===== src/hdl/addr_ptr_pkg.sv =====
package addr_ptr_pkg;
	// special register offsets
	localparam logic [7:0] SFR_SP       = 8'h81;
	localparam logic [7:0] SFR_P0_LO    = 8'h82;
	localparam logic [7:0] SFR_P0_HI    = 8'h83;
	localparam logic [7:0] SFR_P1_LO    = 8'h84;
	localparam logic [7:0] SFR_P1_HI    = 8'h85;
	localparam logic [7:0] SFR_PSEL     = 8'h86;
	localparam logic [7:0] SFR_WAIT     = 8'h92;
	localparam logic [7:0] SFR_P0_TOP   = 8'h93;
	localparam logic [7:0] SFR_P1_TOP   = 8'h95;
	localparam logic [7:0] SFR_ESP      = 8'h9b;
	localparam logic [7:0] SFR_AMODE    = 8'h9d;
	localparam logic [7:0] SFR_IPFLAGS  = 8'hc5;
	localparam logic [7:0] SFR_XBASE    = 8'hc6;
	localparam logic [7:0] SFR_PSW      = 8'hd0;
	localparam logic [7:0] SFR_RI_PAGE  = 8'hda;
	localparam logic [7:0] SFR_RI_TOP   = 8'hea;
	localparam logic [7:0] SFR_AUX      = 8'hf0;
	// bit-addressable base addresses
	localparam logic [4:0] BIT_PSW_BASE = 5'h1a;
	localparam logic [4:0] BIT_AUX_BASE = 5'h1e;
	// reset values
	localparam logic [7:0] RST_ZERO     = 8'h00;
	localparam logic [7:0] RST_WAIT     = 8'h07;
	// writable masks and field positions
	localparam logic [7:0] WAIT_MASK    = 8'h0f;
	localparam logic [7:0] AMODE_MASK   = 8'h2b;
	localparam logic [7:0] PSEL_MASK    = 8'he1;
	localparam int         AM_VEC_BIT   = 5;
	localparam int         AM_PAGE_BIT  = 3;
	localparam int         AM_SA_BIT    = 2;
	localparam int         AM_HI_BIT    = 1;
	localparam int         PS_DIR1_BIT  = 7;
	localparam int         PS_DIR0_BIT  = 6;
	localparam int         PS_TOG_BIT   = 5;
	localparam int         PS_SEL_BIT   = 0;
	localparam int         IP_HI_BIT    = 2;
	localparam int         IP_LO_BIT    = 1;
	localparam int         PSW_BANK_LO  = 3;
	// vector regions
	localparam logic [15:0] VEC_NORMAL  = 16'h0000;
	localparam logic [15:0] VEC_RELOC   = 16'h3000;
	typedef struct packed {
		logic [7:0] addr;
		logic [7:0] wdata;
		logic       wr;
		logic       rd;
	} sfr_req_type;
endpackage


===== src/hdl/cpu_addr_unit.sv =====
`timescale 1ns/1ps
module cpu_addr_unit (
	// clock and reset
	input  wire logic                        mclk,
	input  wire logic                        sys_rst,
	// special register access
	input  wire addr_ptr_pkg::sfr_req_type   sfr_req,
	output logic                [7:0]        sfr_rdata_q,
	// single-bit access
	input  wire logic                        bit_wr,
	input  wire logic           [7:0]        bit_addr,
	input  wire logic                        bit_val,
	// core stack and status
	input  wire logic                        push_req,
	input  wire logic                        pop_req,
	input  wire logic           [7:0]        acc_in,
	input  wire logic                        psw_upd,
	input  wire logic           [7:0]        psw_in,
	input  wire logic                        aux_upd,
	input  wire logic           [7:0]        aux_in,
	// core pointer and move requests
	input  wire logic                        data_ptr0_inc,
	input  wire logic                        data_ptr0_use,
	input  wire logic                        movx_data_ptr0,
	input  wire logic                        movx_ri,
	input  wire logic           [7:0]        ri_val,
	input  wire logic           [7:0]        port2_latch,
	// interrupt progress and clock
	input  wire logic                        hi_prio_active,
	input  wire logic                        lo_prio_active,
	input  wire logic                        osc_32m,
	// program fetch
	input  wire logic                        fetch_req,
	output logic                             fetch_done,
	output logic                             fetch_busy,
	// internal RAM stack port
	output logic                [15:0]       iram_addr_q,
	output logic                [7:0]        iram_wdata_q,
	output logic                             iram_wr_q,
	output logic                             iram_rd_q,
	// external RAM move port
	output logic                [23:0]       xram_addr_q,
	output logic                             xram_strobe_q,
	// decoded control
	output logic                [15:0]       vec_base_q,
	output logic                [4:0]        bank_base_q,
	output logic                [7:0]        xram_page_base_q,
	output logic                             flat_mode_q,
	output logic                [7:0]        psw_q,
	output logic                [7:0]        aux_q
);
	logic [7:0]  sp_q;
	logic [7:0]  esp_q;
	logic [7:0]  wait_q;
	logic [7:0]  amode_q;
	logic [7:0]  psel_q;
	logic [7:0]  ri_page_q;
	logic [7:0]  ri_top_q;
	logic [23:0] ptr0;
	logic [23:0] ptr1;
	logic [23:0] sel_ptr;
	logic [15:0] sp16;
	logic [15:0] stk_inc;
	logic [15:0] stk_dec;
	logic [15:0] stk_cur;
	logic        flat;
	logic        sel;
	logic        ptr_used;
	logic        wr_en;
	logic [7:0]  rd_d;

	assign wr_en    = sfr_req.wr;
	assign flat     = amode_q[addr_ptr_pkg::AM_HI_BIT];
	assign sel      = psel_q[addr_ptr_pkg::PS_SEL_BIT];
	assign sel_ptr  = sel ? ptr1 : ptr0;
	assign ptr_used = data_ptr0_inc | data_ptr0_use | movx_data_ptr0;
	assign sp16     = {esp_q, sp_q};
	assign stk_inc  = flat ? sp16 + 16'h0001 : {8'h00, sp_q + 8'h01};
	assign stk_dec  = flat ? sp16 - 16'h0001 : {8'h00, sp_q - 8'h01};
	assign stk_cur  = flat ? sp16 : {8'h00, sp_q};

	// stack pointers
	always_ff @(posedge mclk) begin
		if (sys_rst) begin
			sp_q  <= addr_ptr_pkg::RST_ZERO;
			esp_q <= addr_ptr_pkg::RST_ZERO;
		end else begin
			if (push_req) begin
				{esp_q, sp_q} <= {flat ? stk_inc[15:8] : esp_q, stk_inc[7:0]};
			end else if (pop_req) begin
				{esp_q, sp_q} <= {flat ? stk_dec[15:8] : esp_q, stk_dec[7:0]};
			end
			if (wr_en && sfr_req.addr == addr_ptr_pkg::SFR_SP) begin
				sp_q <= sfr_req.wdata;
			end
			if (wr_en && sfr_req.addr == addr_ptr_pkg::SFR_ESP) begin
				esp_q <= sfr_req.wdata;
			end
		end
	end

	// internal RAM stack access
	always_ff @(posedge mclk) begin
		if (sys_rst) begin
			iram_addr_q  <= 16'h0000;
			iram_wdata_q <= 8'h00;
			iram_wr_q    <= 1'b0;
			iram_rd_q    <= 1'b0;
		end else begin
			iram_wr_q <= push_req;
			iram_rd_q <= pop_req & ~push_req;
			if (push_req) begin
				iram_addr_q  <= stk_inc;
				iram_wdata_q <= acc_in;
			end else if (pop_req) begin
				iram_addr_q <= stk_cur;
			end
		end
	end

	// configuration registers
	always_ff @(posedge mclk) begin
		if (sys_rst) begin
			wait_q           <= addr_ptr_pkg::RST_WAIT;
			amode_q          <= addr_ptr_pkg::RST_ZERO;
			xram_page_base_q <= addr_ptr_pkg::RST_ZERO;
			ri_page_q        <= addr_ptr_pkg::RST_ZERO;
			ri_top_q         <= addr_ptr_pkg::RST_ZERO;
		end else if (wr_en) begin
			case (sfr_req.addr)
				addr_ptr_pkg::SFR_WAIT: begin
					wait_q <= sfr_req.wdata & addr_ptr_pkg::WAIT_MASK;
				end
				addr_ptr_pkg::SFR_AMODE: begin
					amode_q <= sfr_req.wdata & addr_ptr_pkg::AMODE_MASK;
				end
				addr_ptr_pkg::SFR_XBASE: begin
					xram_page_base_q <= sfr_req.wdata;
				end
				addr_ptr_pkg::SFR_RI_PAGE: begin
					ri_page_q <= sfr_req.wdata;
				end
				addr_ptr_pkg::SFR_RI_TOP: begin
					ri_top_q <= sfr_req.wdata;
				end
				default: begin
				end
			endcase
		end
	end

	// status word and auxiliary register
	always_ff @(posedge mclk) begin
		if (sys_rst) begin
			psw_q <= addr_ptr_pkg::RST_ZERO;
			aux_q <= addr_ptr_pkg::RST_ZERO;
		end else begin
			if (psw_upd) begin
				psw_q <= psw_in;
			end
			if (aux_upd) begin
				aux_q <= aux_in;
			end
			if (bit_wr && bit_addr[7:3] == addr_ptr_pkg::BIT_PSW_BASE) begin
				psw_q[bit_addr[2:0]] <= bit_val;
			end
			if (bit_wr && bit_addr[7:3] == addr_ptr_pkg::BIT_AUX_BASE) begin
				aux_q[bit_addr[2:0]] <= bit_val;
			end
			if (wr_en && sfr_req.addr == addr_ptr_pkg::SFR_PSW) begin
				psw_q <= sfr_req.wdata;
			end
			if (wr_en && sfr_req.addr == addr_ptr_pkg::SFR_AUX) begin
				aux_q <= sfr_req.wdata;
			end
		end
	end

	// pointer selection
	always_ff @(posedge mclk) begin
		if (sys_rst) begin
			psel_q <= addr_ptr_pkg::RST_ZERO;
		end else if (wr_en && sfr_req.addr == addr_ptr_pkg::SFR_PSEL) begin
			psel_q <= sfr_req.wdata & addr_ptr_pkg::PSEL_MASK;
		end else if (ptr_used && psel_q[addr_ptr_pkg::PS_TOG_BIT]) begin
			psel_q[addr_ptr_pkg::PS_SEL_BIT] <= ~sel;
		end
	end

	data_ptr_unit #(.WIDTH(24)) u_ptr0 (
		.mclk      (mclk),
		.sys_rst   (sys_rst),
		.wr_lo     (wr_en && sfr_req.addr == addr_ptr_pkg::SFR_P0_LO),
		.wr_hi     (wr_en && sfr_req.addr == addr_ptr_pkg::SFR_P0_HI),
		.wr_top    (wr_en && sfr_req.addr == addr_ptr_pkg::SFR_P0_TOP),
		.wdata     (sfr_req.wdata),
		.step      (data_ptr0_inc && !sel),
		.step_down (psel_q[addr_ptr_pkg::PS_DIR0_BIT]),
		.flat      (flat),
		.ptr_q     (ptr0)
	);

	data_ptr_unit #(.WIDTH(24)) u_ptr1 (
		.mclk      (mclk),
		.sys_rst   (sys_rst),
		.wr_lo     (wr_en && sfr_req.addr == addr_ptr_pkg::SFR_P1_LO),
		.wr_hi     (wr_en && sfr_req.addr == addr_ptr_pkg::SFR_P1_HI),
		.wr_top    (wr_en && sfr_req.addr == addr_ptr_pkg::SFR_P1_TOP),
		.wdata     (sfr_req.wdata),
		.step      (data_ptr0_inc && sel),
		.step_down (psel_q[addr_ptr_pkg::PS_DIR1_BIT]),
		.flat      (flat),
		.ptr_q     (ptr1)
	);

	// external RAM move addresses
	always_ff @(posedge mclk) begin
		if (sys_rst) begin
			xram_addr_q   <= 24'h000000;
			xram_strobe_q <= 1'b0;
		end else begin
			xram_strobe_q <= movx_data_ptr0 | movx_ri;
			if (movx_data_ptr0) begin
				xram_addr_q <= sel_ptr;
			end else if (movx_ri) begin
				xram_addr_q[23:16] <= ri_top_q;
				xram_addr_q[15:8]  <= amode_q[addr_ptr_pkg::AM_PAGE_BIT] ? ri_page_q
					: port2_latch;
				xram_addr_q[7:0]   <= ri_val;
			end
		end
	end

	// decoded mode outputs
	always_ff @(posedge mclk) begin
		if (sys_rst) begin
			vec_base_q  <= addr_ptr_pkg::VEC_NORMAL;
			bank_base_q <= 5'h00;
			flat_mode_q <= 1'b0;
		end else begin
			vec_base_q  <= amode_q[addr_ptr_pkg::AM_VEC_BIT] ? addr_ptr_pkg::VEC_RELOC
				: addr_ptr_pkg::VEC_NORMAL;
			bank_base_q <= {psw_q[addr_ptr_pkg::PSW_BANK_LO +: 2], 3'b000};
			flat_mode_q <= flat;
		end
	end

	flash_wait_gen u_wait (
		.mclk         (mclk),
		.sys_rst      (sys_rst),
		.fetch_req    (fetch_req),
		.wait_cfg     (wait_q[3:0]),
		.osc_32m      (osc_32m),
		.fetch_done_q (fetch_done),
		.fetch_busy_q (fetch_busy)
	);

	// register read mux
	always_comb begin
		rd_d = 8'h00;
		case (sfr_req.addr)
			addr_ptr_pkg::SFR_SP:      rd_d = sp_q;
			addr_ptr_pkg::SFR_P0_LO:   rd_d = ptr0[7:0];
			addr_ptr_pkg::SFR_P0_HI:   rd_d = ptr0[15:8];
			addr_ptr_pkg::SFR_P1_LO:   rd_d = ptr1[7:0];
			addr_ptr_pkg::SFR_P1_HI:   rd_d = ptr1[15:8];
			addr_ptr_pkg::SFR_PSEL:    rd_d = psel_q;
			addr_ptr_pkg::SFR_WAIT:    rd_d = wait_q;
			addr_ptr_pkg::SFR_P0_TOP:  rd_d = ptr0[23:16];
			addr_ptr_pkg::SFR_P1_TOP:  rd_d = ptr1[23:16];
			addr_ptr_pkg::SFR_ESP:     rd_d = esp_q;
			addr_ptr_pkg::SFR_AMODE: begin
				rd_d = amode_q;
				rd_d[addr_ptr_pkg::AM_SA_BIT] = flat;
			end
			addr_ptr_pkg::SFR_IPFLAGS: begin
				rd_d[addr_ptr_pkg::IP_HI_BIT] = hi_prio_active;
				rd_d[addr_ptr_pkg::IP_LO_BIT] = lo_prio_active;
			end
			addr_ptr_pkg::SFR_XBASE:   rd_d = xram_page_base_q;
			addr_ptr_pkg::SFR_PSW:     rd_d = psw_q;
			addr_ptr_pkg::SFR_RI_PAGE: rd_d = ri_page_q;
			addr_ptr_pkg::SFR_RI_TOP:  rd_d = ri_top_q;
			addr_ptr_pkg::SFR_AUX:     rd_d = aux_q;
			default:                   rd_d = 8'h00;
		endcase
	end

	always_ff @(posedge mclk) begin
		if (sys_rst) begin
			sfr_rdata_q <= 8'h00;
		end else if (sfr_req.rd) begin
			sfr_rdata_q <= rd_d;
		end
	end
endmodule


===== src/hdl/data_ptr_unit.sv =====
`timescale 1ns/1ps
module data_ptr_unit #(
	parameter int WIDTH = 24
) (
	// clock and reset
	input  wire logic             mclk,
	input  wire logic             sys_rst,
	// byte writes
	input  wire logic             wr_lo,
	input  wire logic             wr_hi,
	input  wire logic             wr_top,
	input  wire logic [7:0]       wdata,
	// stepping
	input  wire logic             step,
	input  wire logic             step_down,
	input  wire logic             flat,
	// pointer value
	output logic      [WIDTH-1:0] ptr_q
);
	always_ff @(posedge mclk) begin
		if (sys_rst) begin
			ptr_q <= '0;
		end else begin
			if (step && flat) begin
				ptr_q <= step_down ? ptr_q - 1'b1 : ptr_q + 1'b1;
			end else if (step) begin
				ptr_q[15:0] <= step_down ? ptr_q[15:0] - 16'h0001 : ptr_q[15:0] + 16'h0001;
			end
			if (wr_lo) begin
				ptr_q[7:0] <= wdata;
			end
			if (wr_hi) begin
				ptr_q[15:8] <= wdata;
			end
			if (wr_top) begin
				ptr_q[WIDTH-1:16] <= wdata;
			end
		end
	end
endmodule


===== src/hdl/flash_wait_gen.sv =====
`timescale 1ns/1ps
module flash_wait_gen (
	// clock and reset
	input  wire logic       mclk,
	input  wire logic       sys_rst,
	// fetch handshake
	input  wire logic       fetch_req,
	input  wire logic [3:0] wait_cfg,
	input  wire logic       osc_32m,
	output logic            fetch_done_q,
	output logic            fetch_busy_q
);
	typedef enum logic [1:0] {
		W_IDLE  = 2'b01,
		W_COUNT = 2'b10
	} wait_state_type;
	wait_state_type state_q;
	logic [3:0]     cnt_q;
	logic [3:0]     eff_wait;
	assign eff_wait = (wait_cfg == 4'h0 && osc_32m) ? 4'h1 : wait_cfg;
	always_ff @(posedge mclk) begin
		if (sys_rst) begin
			state_q      <= W_IDLE;
			cnt_q        <= 4'h0;
			fetch_done_q <= 1'b0;
			fetch_busy_q <= 1'b0;
		end else begin
			fetch_done_q <= 1'b0;
			case (state_q)
				W_IDLE: begin
					if (fetch_req && eff_wait == 4'h0) begin
						fetch_done_q <= 1'b1;
					end else if (fetch_req) begin
						cnt_q        <= eff_wait;
						state_q      <= W_COUNT;
						fetch_busy_q <= 1'b1;
					end
				end
				W_COUNT: begin
					cnt_q <= cnt_q - 4'h1;
					if (cnt_q == 4'h1) begin
						fetch_done_q <= 1'b1;
						fetch_busy_q <= 1'b0;
						state_q      <= W_IDLE;
					end
				end
				default: begin
					state_q      <= W_IDLE;
					fetch_busy_q <= 1'b0;
				end
			endcase
		end
	end
endmodule


===== config.mk =====
export PLATFORM = sky130hd
export DESIGN_NAME = cpu_addr_unit
export DESIGN_NICKNAME = d
export VERILOG_FILES = /design/src/hdl/addr_ptr_pkg.sv /design/src/hdl/cpu_addr_unit.sv /design/src/hdl/data_ptr_unit.sv /design/src/hdl/flash_wait_gen.sv
export SDC_FILE = /design/constraint.sdc
export NUM_CORES = 1
export LEC_CHECK = 0
export ABC_AREA = 1
export BUFFER_PORTS_ARGS = -buffer_cell sky130_fd_sc_hd__buf_4
export CAP_MARGIN = 20
export CORE_UTILIZATION = 40
export CTS_BUF_LIST = sky130_fd_sc_hd__clkbuf_8
export CTS_CLUSTER_DIAMETER = 80
export DETAILED_ROUTE_END_ITERATION = 6
export GPL_TIMING_DRIVEN = 0
export HOLD_SLACK_MARGIN = 0.08
export PLACE_DENSITY_LB_ADDON = 0.05
export SYNTH_ARGS = -nofsm -noshare
export SYNTH_HDL_FRONTEND = slang
export SYNTH_SLANG_ARGS = --single-unit

===== constraint.sdc =====
create_clock -name mclk -period 5.6 [get_ports mclk]
set_input_delay 0.28 -clock mclk [delete_from_list [all_inputs] [get_ports mclk]]
set_output_delay 0.28 -clock mclk [all_outputs]
set_load 0.005 [all_outputs]

; Yosys cells after proc, flatten, opt, wreduce, memory -nomap -nowiden
; Index checks and enable logic that the tools add are counted.
[totals]
word_cells = 189
memories = 0
ram_bits = 0
latch_bits = 0
register_bits = 205
romBits = 0
[classes]
n_addsub = 13
shift = 0
bitwise_logic = 6
reduce_logical = 45
order_cmp = 2
n_div = 0
eq_ne = 25
n_mux = 66
n_mul = 0
[ops]
columns = op, n
row1 = $mux 8, 25
row2 = $mux 16, 11
row3 = $eq 8x8->1 const B, 17
row4 = $mux 24, 5
row5 = $pmux 5 s16, 1
row6 = $add 16x1->16 const B, 3
row7 = $add 24x1->24 const B, 2
row8 = $sub 16x1->16 const B, 3
row9 = $sub 24x1->24 const B, 2
row10 = $pmux 2 s16, 1
row11 = $logic_and 1x1->1, 21
row12 = $reduce_bool 3->1, 6
row13 = $bwmux 8, 2
row14 = $pmux 1 s16, 1
row15 = $mux 14, 1
row16 = $reduce_bool 2->1, 7
row17 = $mux 4, 3
row18 = $reduce_and 2->1, 6
row19 = $eq 5x5->1 const B, 2
row20 = $add 8x1->8 const B, 1
row21 = $logic_not 4->1, 2
row22 = $mux 1, 8
row23 = $pmux 4 s2, 1
row24 = $sub 8x1->8 const B, 1
row25 = 17 further kinds, 25

; Longest topological paths before layout
; Gate-level depths: netlist (run 1).
[depth]
word_depth = 7
ltp_mapped = 13
depth_no_buf = 13

; Modules after synthesis
; Synthesis (run 1) repeated with hierarchy kept, for this count alone.
[hier_totals]
cells_unflattened = 2328
hier_area_um2 = 14123.5
[modules_own_cells]
columns = mod, seq_area_each_um2, area_per_inst_um2, instances, cells_each
row1 = cpu_addr_unit, 2622.5, 8209.1, 1, 1271
row2 = data_ptr_unit (u_ptr0), 480.5, 2737.6, 1, 495
row3 = data_ptr_unit (u_ptr1), 480.5, 2700.1, 1, 486
row4 = flash_wait_gen, 140.1, 476.7, 1, 76

; Worst setup path after synthesis (run 1)
; Ideal clock, no wire load.
[synth_path]
kind = reg-to-reg
from = register psel_q[6]
to = register u_ptr0.ptr_q[7]
setup_slack_ns = 3.449
arrival_time_ns = 2.019
path_stages_with_launch = 8
setup_ns = 0.132
t_required_ns = 5.468
period_less_slack_ns = 2.151
cell_sequence = dfxtp_1 > ha_1 > or2_2 > nand3_1 > nand2_1 > xor2_1 > a22oi_1 > a21oi_1
[synth_via]
elab_chain_cells = 4
word_cells_on_any_way = 5
[synth_lines]
columns = element, line_no
row1 = from (decl), cpu_addr_unit.sv:56  ; logic [7:0] psel_q;
row2 = from (signal assigned), cpu_addr_unit.sv:182  ; psel_q <= addr_ptr_pkg::RST_ZERO;
row3 = from (signal assigned), cpu_addr_unit.sv:184  ; psel_q <= sfr_req.wdata & addr_ptr_pkg::PSEL_MASK;
row4 = "from (signal, indexed assignment)", cpu_addr_unit.sv:186  ; psel_q[addr_ptr_pkg::PS_SEL_BIT] <= ~sel;
row5 = $mux 16, data_ptr_unit.sv:27  ; ptr_q[15:0] <= step_down ? ptr_q[15:0] - 16'h0001 : ptr_q[15:0] + 16'h0001;
row6 = $mux 16, data_ptr_unit.sv:26  ; end else if (step) begin
row7 = $mux 16 (*), data_ptr_unit.sv:24  ; if (step && flat) begin
row8 = $mux 8 (*), data_ptr_unit.sv:29  ; if (wr_lo) begin
row9 = to (signal assigned), data_ptr_unit.sv:25  ; ptr_q <= step_down ? ptr_q - 1'b1 : ptr_q + 1'b1;
row10 = to (signal assigned), data_ptr_unit.sv:27
row11 = to (signal assigned), data_ptr_unit.sv:30  ; ptr_q[7:0] <= wdata;
row12 = to (decl), data_ptr_unit.sv:18  ; output logic [WIDTH-1:0] ptr_q
; Every way passes the cells marked *; elsewhere a longest branch is shown, timed or not. The select of a mux whose other input is x is not followed.
; A chain may end at the register's enable or synchronous reset.

; Worst setup path in the final report (run 1)
[layout_path]
from = register psel_q[7]
to = register u_ptr1.ptr_q[16]
[layout_via]
elab_chain_cells = 3
[layout_lines]
columns = element, line_no
row1 = $mux 24, data_ptr_unit.sv:25
row2 = $mux 8, data_ptr_unit.sv:24
row3 = $mux 8, data_ptr_unit.sv:35  ; if (wr_top) begin
row4 = to (signal assigned), data_ptr_unit.sv:25
row5 = "to (signal, indexed assignment)", data_ptr_unit.sv:36  ; ptr_q[WIDTH-1:16] <= wdata;
row6 = to (decl), data_ptr_unit.sv:18
; Every way passes these cells. The select of a mux whose other input is x is not followed.

==> impl_metrics.tcl, run 1 <==
set metrics [dict create \
    drv_cap 0 \
    die_area_um2 35000 \
    drc_errors 0 \
    place_hpwl_um 45600 \
    gp_congestion 1.05 \
    synth_simple_gate_area_frac 0.339 \
    grt_max_degree 27 \
    critical_path_class "flop to flop" \
    antenna_found_initial 0 \
    core_area_um2 33600 \
    maxSlewViolCount 0 \
    cts_max_level 4 \
    synth_top_family_by_area "simple AND/OR/NAND/NOR gates" \
    drt_iter0_markers 1487 \
    post_cts_resized 0 \
    synth_area_per_cell_um2 6.03 \
    period_share 0.498 \
    worst_pin_slew_ns 1.19 \
    final.min_clock_period_ns 2.79 \
    clock-sinks 186 \
    fillCellCount 3719 \
    worstReg2RegStart "psel_q[7]" \
    min_from "ri_val[0]" \
    holdWs_ns 0.0983 \
    synth_top_area_share 0.272 \
    fin_setup_tns_ns 0 \
    status "complete, no violations" \
    holdPathStages 3 \
    critical_path_arrival_ns 3.23 \
    n_antenna_cell 0 \
    rsz0062_at_grt "no" \
    synth_seq_cells 186 \
    synth_area_um2 13700 \
    async_flop_share 0 \
    viasPerCell 5.38 \
    crit_end "u_ptr1.ptr_q[16]" \
    cp-start-kind "flop" \
    wl_per_cell_um 19.5 \
    synthCells 2273 \
    cts-root-buf "clkbuf_8" \
    worst_ep_required_time_ns 6.04 \
    synth_edf_count 0 \
    synth_compound_area_frac 0.187 \
    fmaxAchievable_mhz 359 \
    rows 67 \
    gr-total-overflow 0 \
    drive_gt1_frac 0.118 \
    worstPathMaxFanout 26 \
    totalWireLength_um 57600 \
    r2r_cells 10 \
    postRouteAntennaNets 0 \
    cts_buffer_depth 2 \
    dieWidth_um 187 \
    grt_pass1_vias 14720 \
    place_ws_ns 2.80 \
    dr.pass1.iters 6 \
    fin_worst_skew_ns 0.0241 \
    max_slew_margin 0.207 \
    cts_tree "yes" \
    synth_cell_types 45 \
    regToRegEndpoint "u_ptr1.ptr_q[16]" \
    cp-startpoint "psel_q[7]" \
    seq_area_frac_synth 0.272 \
    ir_drop_uv 137 \
    synthTopCellsByCount "nand2_1 (554), inv_1 (331), nand3_1 (202)" \
    hold_viol 0 \
    r2r_slack_ns 2.81 \
    insertion_delay_ns 0.52 \
    end_kind "flop" \
    setup_viol 0 \
    port_buffers 159 \
    clk_pin_slew_ns 0.11 \
    die_y_um 187 \
    start_util 0.407 \
    min_path_type "input port to flop" \
    synth.most_common_cell "nand2_1" \
    yosysWarnings 0 \
    via_count 15851 \
    track_usage 0.326 \
    nets 2618 \
    synthAdderAreaFrac 0.0486 \
    synth_area_leaders "dfxtp_1 (27%), nand2_1 (15%), inv_1 (9.1%)" \
    cts_buffers 17 \
    yosys-mux-area-fraction 0.00585 \
    leakagePower_nw 7.77 \
    powerDensity_nw_per_um2 185 \
    synth-xor-area-share 0.0147 \
    synthFlopType "dfxtp_1" \
    yosys.area.top_type "dfxtp_1" \
    grt_pass1_wl_um 87100 \
    pin_count 189 \
    area_growth_pct 17.8 \
    fin_ws_ns 2.81 \
]
-- through the flow --
stage | power, mW | util | std cells | instance area [um2]
after floorplan | 1.75 | - | 2289 | 13800
after global placement | 1.98 | 0.461 | 2896 | 15500
after detailed placement | 1.98 | 0.461 | 2896 | 15500
after CTS | 2.99 | 0.479 | 2944 | 16100
after global routing | 3.11 | 0.480 | 2945 | 16100
final | 2.99 | 0.480 | 2945 | 16100
-- cell usage in the layout (no fill, tap or decap), types with 9 or more instances in the layout --
cell type      Yosys  final
nand4_1           31     31
inv_2             23     23
nand3_1          202    202
conb_1             1     17
xor2_1            18     18
nand2_1          554    554
clkbuf_1          56     56
nor2_2             9      9
a31oi_1           18     18
nand3b_1          11     11
nor2_1           201    201
buf_2             18     18
dlygate4sd3_1      0     16
a21oi_1          196    196
o21ai_0          182    182
inv_1            331    331
buf_4             21    180
clkbuf_8           0     19
nor2_4            10     10
o211ai_1          26     26
nor3_1            24     24
dfxtp_1          186    186
o22ai_1           23     23
o221ai_1           9      9
ha_1              50     50
-- worst max-delay path, cell delays in order, from the launching register on --
cell and delay, ns:
dfxtp_1 1.04, ha_1 0.45, nand2_1 0.17, inv_1 0.05
a21oi_1 0.29, inv_1 0.10, a21oi_1 0.19, nand2_1 0.08
nand2_1 0.06, nand3_1 0.12, a21oi_1 0.14
-- logic make-up after synthesis --
logic type | after synthesis
AOI/OAI and AO/OA | 475
xor gates and xnor gates | 23
DFF | 186
adders and majority gates | 52
muxes | 8
other | 1
buffers and inverters | 453
and+or+nand+nor | 1075
-- worst min-delay path by stage --
stage	end	slack (ns)
after detailed placement	amode_q[0]	0.44
after CTS	xram_strobe_q	0.09
after global placement	amode_q[0]	0.43
after floorplan	iram_addr_q[0]	0.39
final	xram_addr_q[0]	0.1
after global routing	xram_strobe_q	0.09
-- state kept, by name, indices dropped and copies added (netlist names), 2 cells and up --
signal	flops
amode_q	4
esp_q	8
aux_q	8
iram_addr_q	16
xram_addr_q	24
bank_base_q	2
psw_q	8
wait_q	4
sp_q	8
u_wait.cnt_q	4
u_ptr0.ptr_q	24
ri_top_q	8
ri_page_q	8
u_ptr1.ptr_q	24
sfr_rdata_q	8
xram_page_base_q	8
u_wait.state_q	2
psel_q	4
iram_wdata_q	8
-- metal layers --
metal / vias to the layer above / wire length, um / global-route usage
met2: 664 / 25600 / 0.523
li1: 7795 / - / -
met4: 0 / 2200 / 0.137
met3: 105 / 3920 / 0.0396
met5: - / 0 / 0
met1: 7287 / 25900 / 0.442
-- area by class of cell --
type / count / area (um2) / share of cell area
Tap cell: 448 / 561 / 0.0348
Sequential cell: 186 / 3720 / 0.231
Timing Repair Buffer: 176 / 1380 / 0.0856
Inverter: 355 / 1330 / 0.0826
Multi-Input combinational cell: 1650 / 8220 / 0.510
Clock buffer: 19 / 262 / 0.0162
Buffer: 98 / 477 / 0.0296
Clock inverter: 13 / 171 / 0.0106
-- report_power, final --
| part | switching [mW] | leakage [nW] | internal (mW) |
|---|---|---|---|
| clock | 0.577 | 0.220 | 0.441 |
| combinational | 0.342 | 6.04 | 0.203 |
| sequential | 0.0469 | 1.51 | 1.38 |
-- repair_timing --
| action | in CTS | in global routing |
|---|---|---|
| hold endpoints to repair | 19 | 0 |
| hold buffers | 16 | 0 |
| endpoints found under the setup margin | 0 | 0 |
| setup buffers | 0 | 0 |
Note: power is estimated with default switching activity, not from simulation.
==> inputs of run 2 (changes only) <==
- ABC_AREA: 1 -> 0
- clock period: 5.6 -> 2.5 ns (I/O delays scaled with it)
==> impl_metrics.tcl, run 2 <==
set metrics [dict create \
    leakagePower_nw 6.06 \
    pwr-share-comb 0.193 \
    synthFlopType "dfxtp_1" \
    die_y_um 177 \
    grt_pass1_vias 12329 \
    synth_top_area_share 0.303 \
    synth_area_leaders "dfxtp_1 (30%), mux2i_1 (5.7%), nor2_1 (5.5%)" \
    cts_max_level 4 \
    yosysWarnings 0 \
    synth_edf_count 0 \
    cts-root-buf "clkbuf_8" \
    powerDensity_nw_per_um2 420 \
    totalWireLength_um 53500 \
    synthCells 1576 \
    rows 63 \
    min_path_type "input port to flop" \
    antenna_found_initial 3 \
    max_slew_margin 0.191 \
    critical_path_arrival_ns 3.25 \
    cts_buffer_depth 2 \
    cp-start-kind "flop" \
    final.min_clock_period_ns 2.83 \
    cp-startpoint "psel_q[7]" \
    wl_per_cell_um 23.8 \
    p_sw_frac 0.330 \
    dieWidth_um 177 \
    gp_congestion 1.00 \
    setup_viol 22 \
    via_count 13565 \
    period_share 1.13 \
    insertion_delay_ns 0.51 \
    synth_area_um2 12300 \
    start_util 0.411 \
    synthTopCellsByCount "dfxtp_1 (186), nor2_1 (180), nand2_1 (168)" \
    viasPerCell 6.03 \
    pwr-share-seq 0.480 \
    p_int_mw 4.51 \
    worstPathMaxFanout 7 \
    end_kind "flop" \
    most-common-layout-cells "buf_4 (213), nor2_1 (175), dfxtp_1 (171)" \
    synth_cell_types 89 \
    switchingPower_mw 2.22 \
    grt_pass1_wl_um 78400 \
    maxSlewViolCount 0 \
    final_cell_area_um2 16000 \
    die_area_um2 31500 \
    worst_ep_required_time_ns 2.92 \
    critical_path_class "flop to flop" \
    cts_buffers 17 \
    drt_iter0_markers 1451 \
    rsz0062_at_grt "yes" \
    worst_pin_slew_ns 1.20 \
    postRouteAntennaNets 0 \
    place_area_um2 14200 \
    drc_errors 0 \
    port_buffers 160 \
    fin_worst_skew_ns 0.0199 \
    dp_cells 2144 \
    holdPathStages 5 \
    clk_pin_slew_ns 0.12 \
    gr-total-overflow 0 \
    ir_drop_uv 329 \
    dr.pass1.iters 7 \
    core_area_um2 30000 \
    min_from "fetch_req" \
    fmaxAchievable_mhz 353 \
    nets 1977 \
    synth_area_per_cell_um2 7.81 \
    worstReg2RegStart "psel_q[7]" \
    reg_top3 "u_ptr0.ptr_q x24, u_ptr1.ptr_q x24, xram_addr_q x24" \
    r2r_cells 10 \
    cts_tree "yes" \
    seq_area_frac_synth 0.303 \
    async_flop_share 0 \
    layout.cells.non_filler 2248 \
    grt_max_degree 20 \
    synth_seq_cells 186 \
    track_usage 0.335 \
    place_hpwl_um 39300 \
    failed_checks "negative setup slack" \
    final_common_cell "buf_4" \
    hold_viol 0 \
    drv_cap 0 \
    power.share.clock 0.327 \
    synth.most_common_cell "dfxtp_1" \
    status "finished with violations" \
    yosys.area.top_type "dfxtp_1" \
    clock-sinks 186 \
    area_growth_pct 30.3 \
    pin_count 189 \
    drive_gt1_frac 0.228 \
    fin_ws_ns -0.331 \
]
==> run 2: cell count changes in the layout (fill, tap and decap cells not counted), sizes merged, moves of 39 or more <==
| cell | delta |
|---|---|
| clkbuf | +39 |
| nand2 | -396 |
| buf | +42 |
| inv | -330 |
| nand3 | -144 |
| a211oi | +79 |
| o21ai | -140 |
| mux2i | +62 |
| a21oi | -71 |
==> run 2: logic make-up (layout without fill, tap and decap cells) <==
family	Yosys count	after routing	synth area share
xor gates and xnor gates	61	61	0.0434
AOI/OAI and AO/OA	445	445	0.250
DFF	186	186	0.303
buffers and inverters	161	425	0.0560
muxes	81	81	0.0679
adders and majority gates	52	52	0.0541
and+or+nand+nor	589	589	0.226
other	1	19	0.000305
==> run 2: power groups by stage <==
stage | sequential (mW) | clock [mW] | combinational, mW
2_1_floorplan | 3.23 | 0 | 0.726
3_3_place_gp | 3.27 | 0 | 1.20
3_5_place_dp | 3.27 | 0 | 1.21
4_1_cts | 3.21 | 2.21 | 1.27
5_1_grt | 3.25 | 2.34 | 1.41
6_report | 3.23 | 2.20 | 1.30
==> run 2: area by class of cell <==
| cell class | count | area, um2 |
|---|---|---|
| antenna | 2 | 5.00 |
| buffer | 130 | 567 |
| clock buffer | 17 | 234 |
| clock inverter | 15 | 176 |
| fill | 2967 | 13900 |
| inverter | 23 | 86.3 |
| multi-input combinational | 1245 | 8750 |
| sequential | 186 | 3750 |
| tap | 390 | 488 |
| timing repair buffer | 240 | 1960 |
==> run 2: through the flow <==
stage / utilization / setup TNS [ns] / setup WS, ns / power, mW / hold WS, ns
global route: 0.535 / -5.76 / -0.426 / 7.00 / 0.111
CTS: 0.524 / -3.35 / -0.319 / 6.69 / 0.0893
floorplan: - / -0.509 / -0.162 / 3.96 / 0.272
detailed placement: 0.473 / -11.97 / -0.771 / 4.48 / 0.374
global placement: 0.472 / -14.63 / -0.752 / 4.47 / 0.362
finish: 0.535 / -3.10 / -0.331 / 6.72 / 0.104
==> run 2: path summary, 6_finish.rpt <==
check | slack [ns] | to
setup / recovery | -0.33 | u_ptr1.ptr_q[22]
hold / removal | 0.10 | u_wait.fetch_done_q
setup reg to reg | -0.33 | u_ptr1.ptr_q[22]
hold reg to reg | 0.48 | ri_page_q[3]
==> run 2: timing repair <==
| action | 4_1_cts | 5_1_grt |
|---|---|---|
| resized for setup | 105 | 51 |
| pin swaps | 58 | 35 |
| endpoints found under the setup margin | 31 | 38 |
| hold buffers | 29 | 0 |
| setup buffers | 42 | 7 |
| hold endpoints to repair | 54 | 0 |
==> run 2: worst max-delay path, cell delays in order, from the launching register on <==
cell	delay [ns]
dfxtp_4	0.38
buf_12	0.14
buf_12	0.14
ha_1	0.34
nand3_1	0.10
a211oi_2	0.26
o32a_1	0.23
a311o_1	0.24
nand3_2	0.15
or4_4	0.45
a311oi_2	0.28
==> run 2: per-layer routing <==
layer | track usage | share of wire
met2 | 0.522 | 0.44
met3 | 0.0623 | 0.087
met4 | 0.156 | 0.053
met5 | 0 | 0
met1 | 0.445 | 0.42
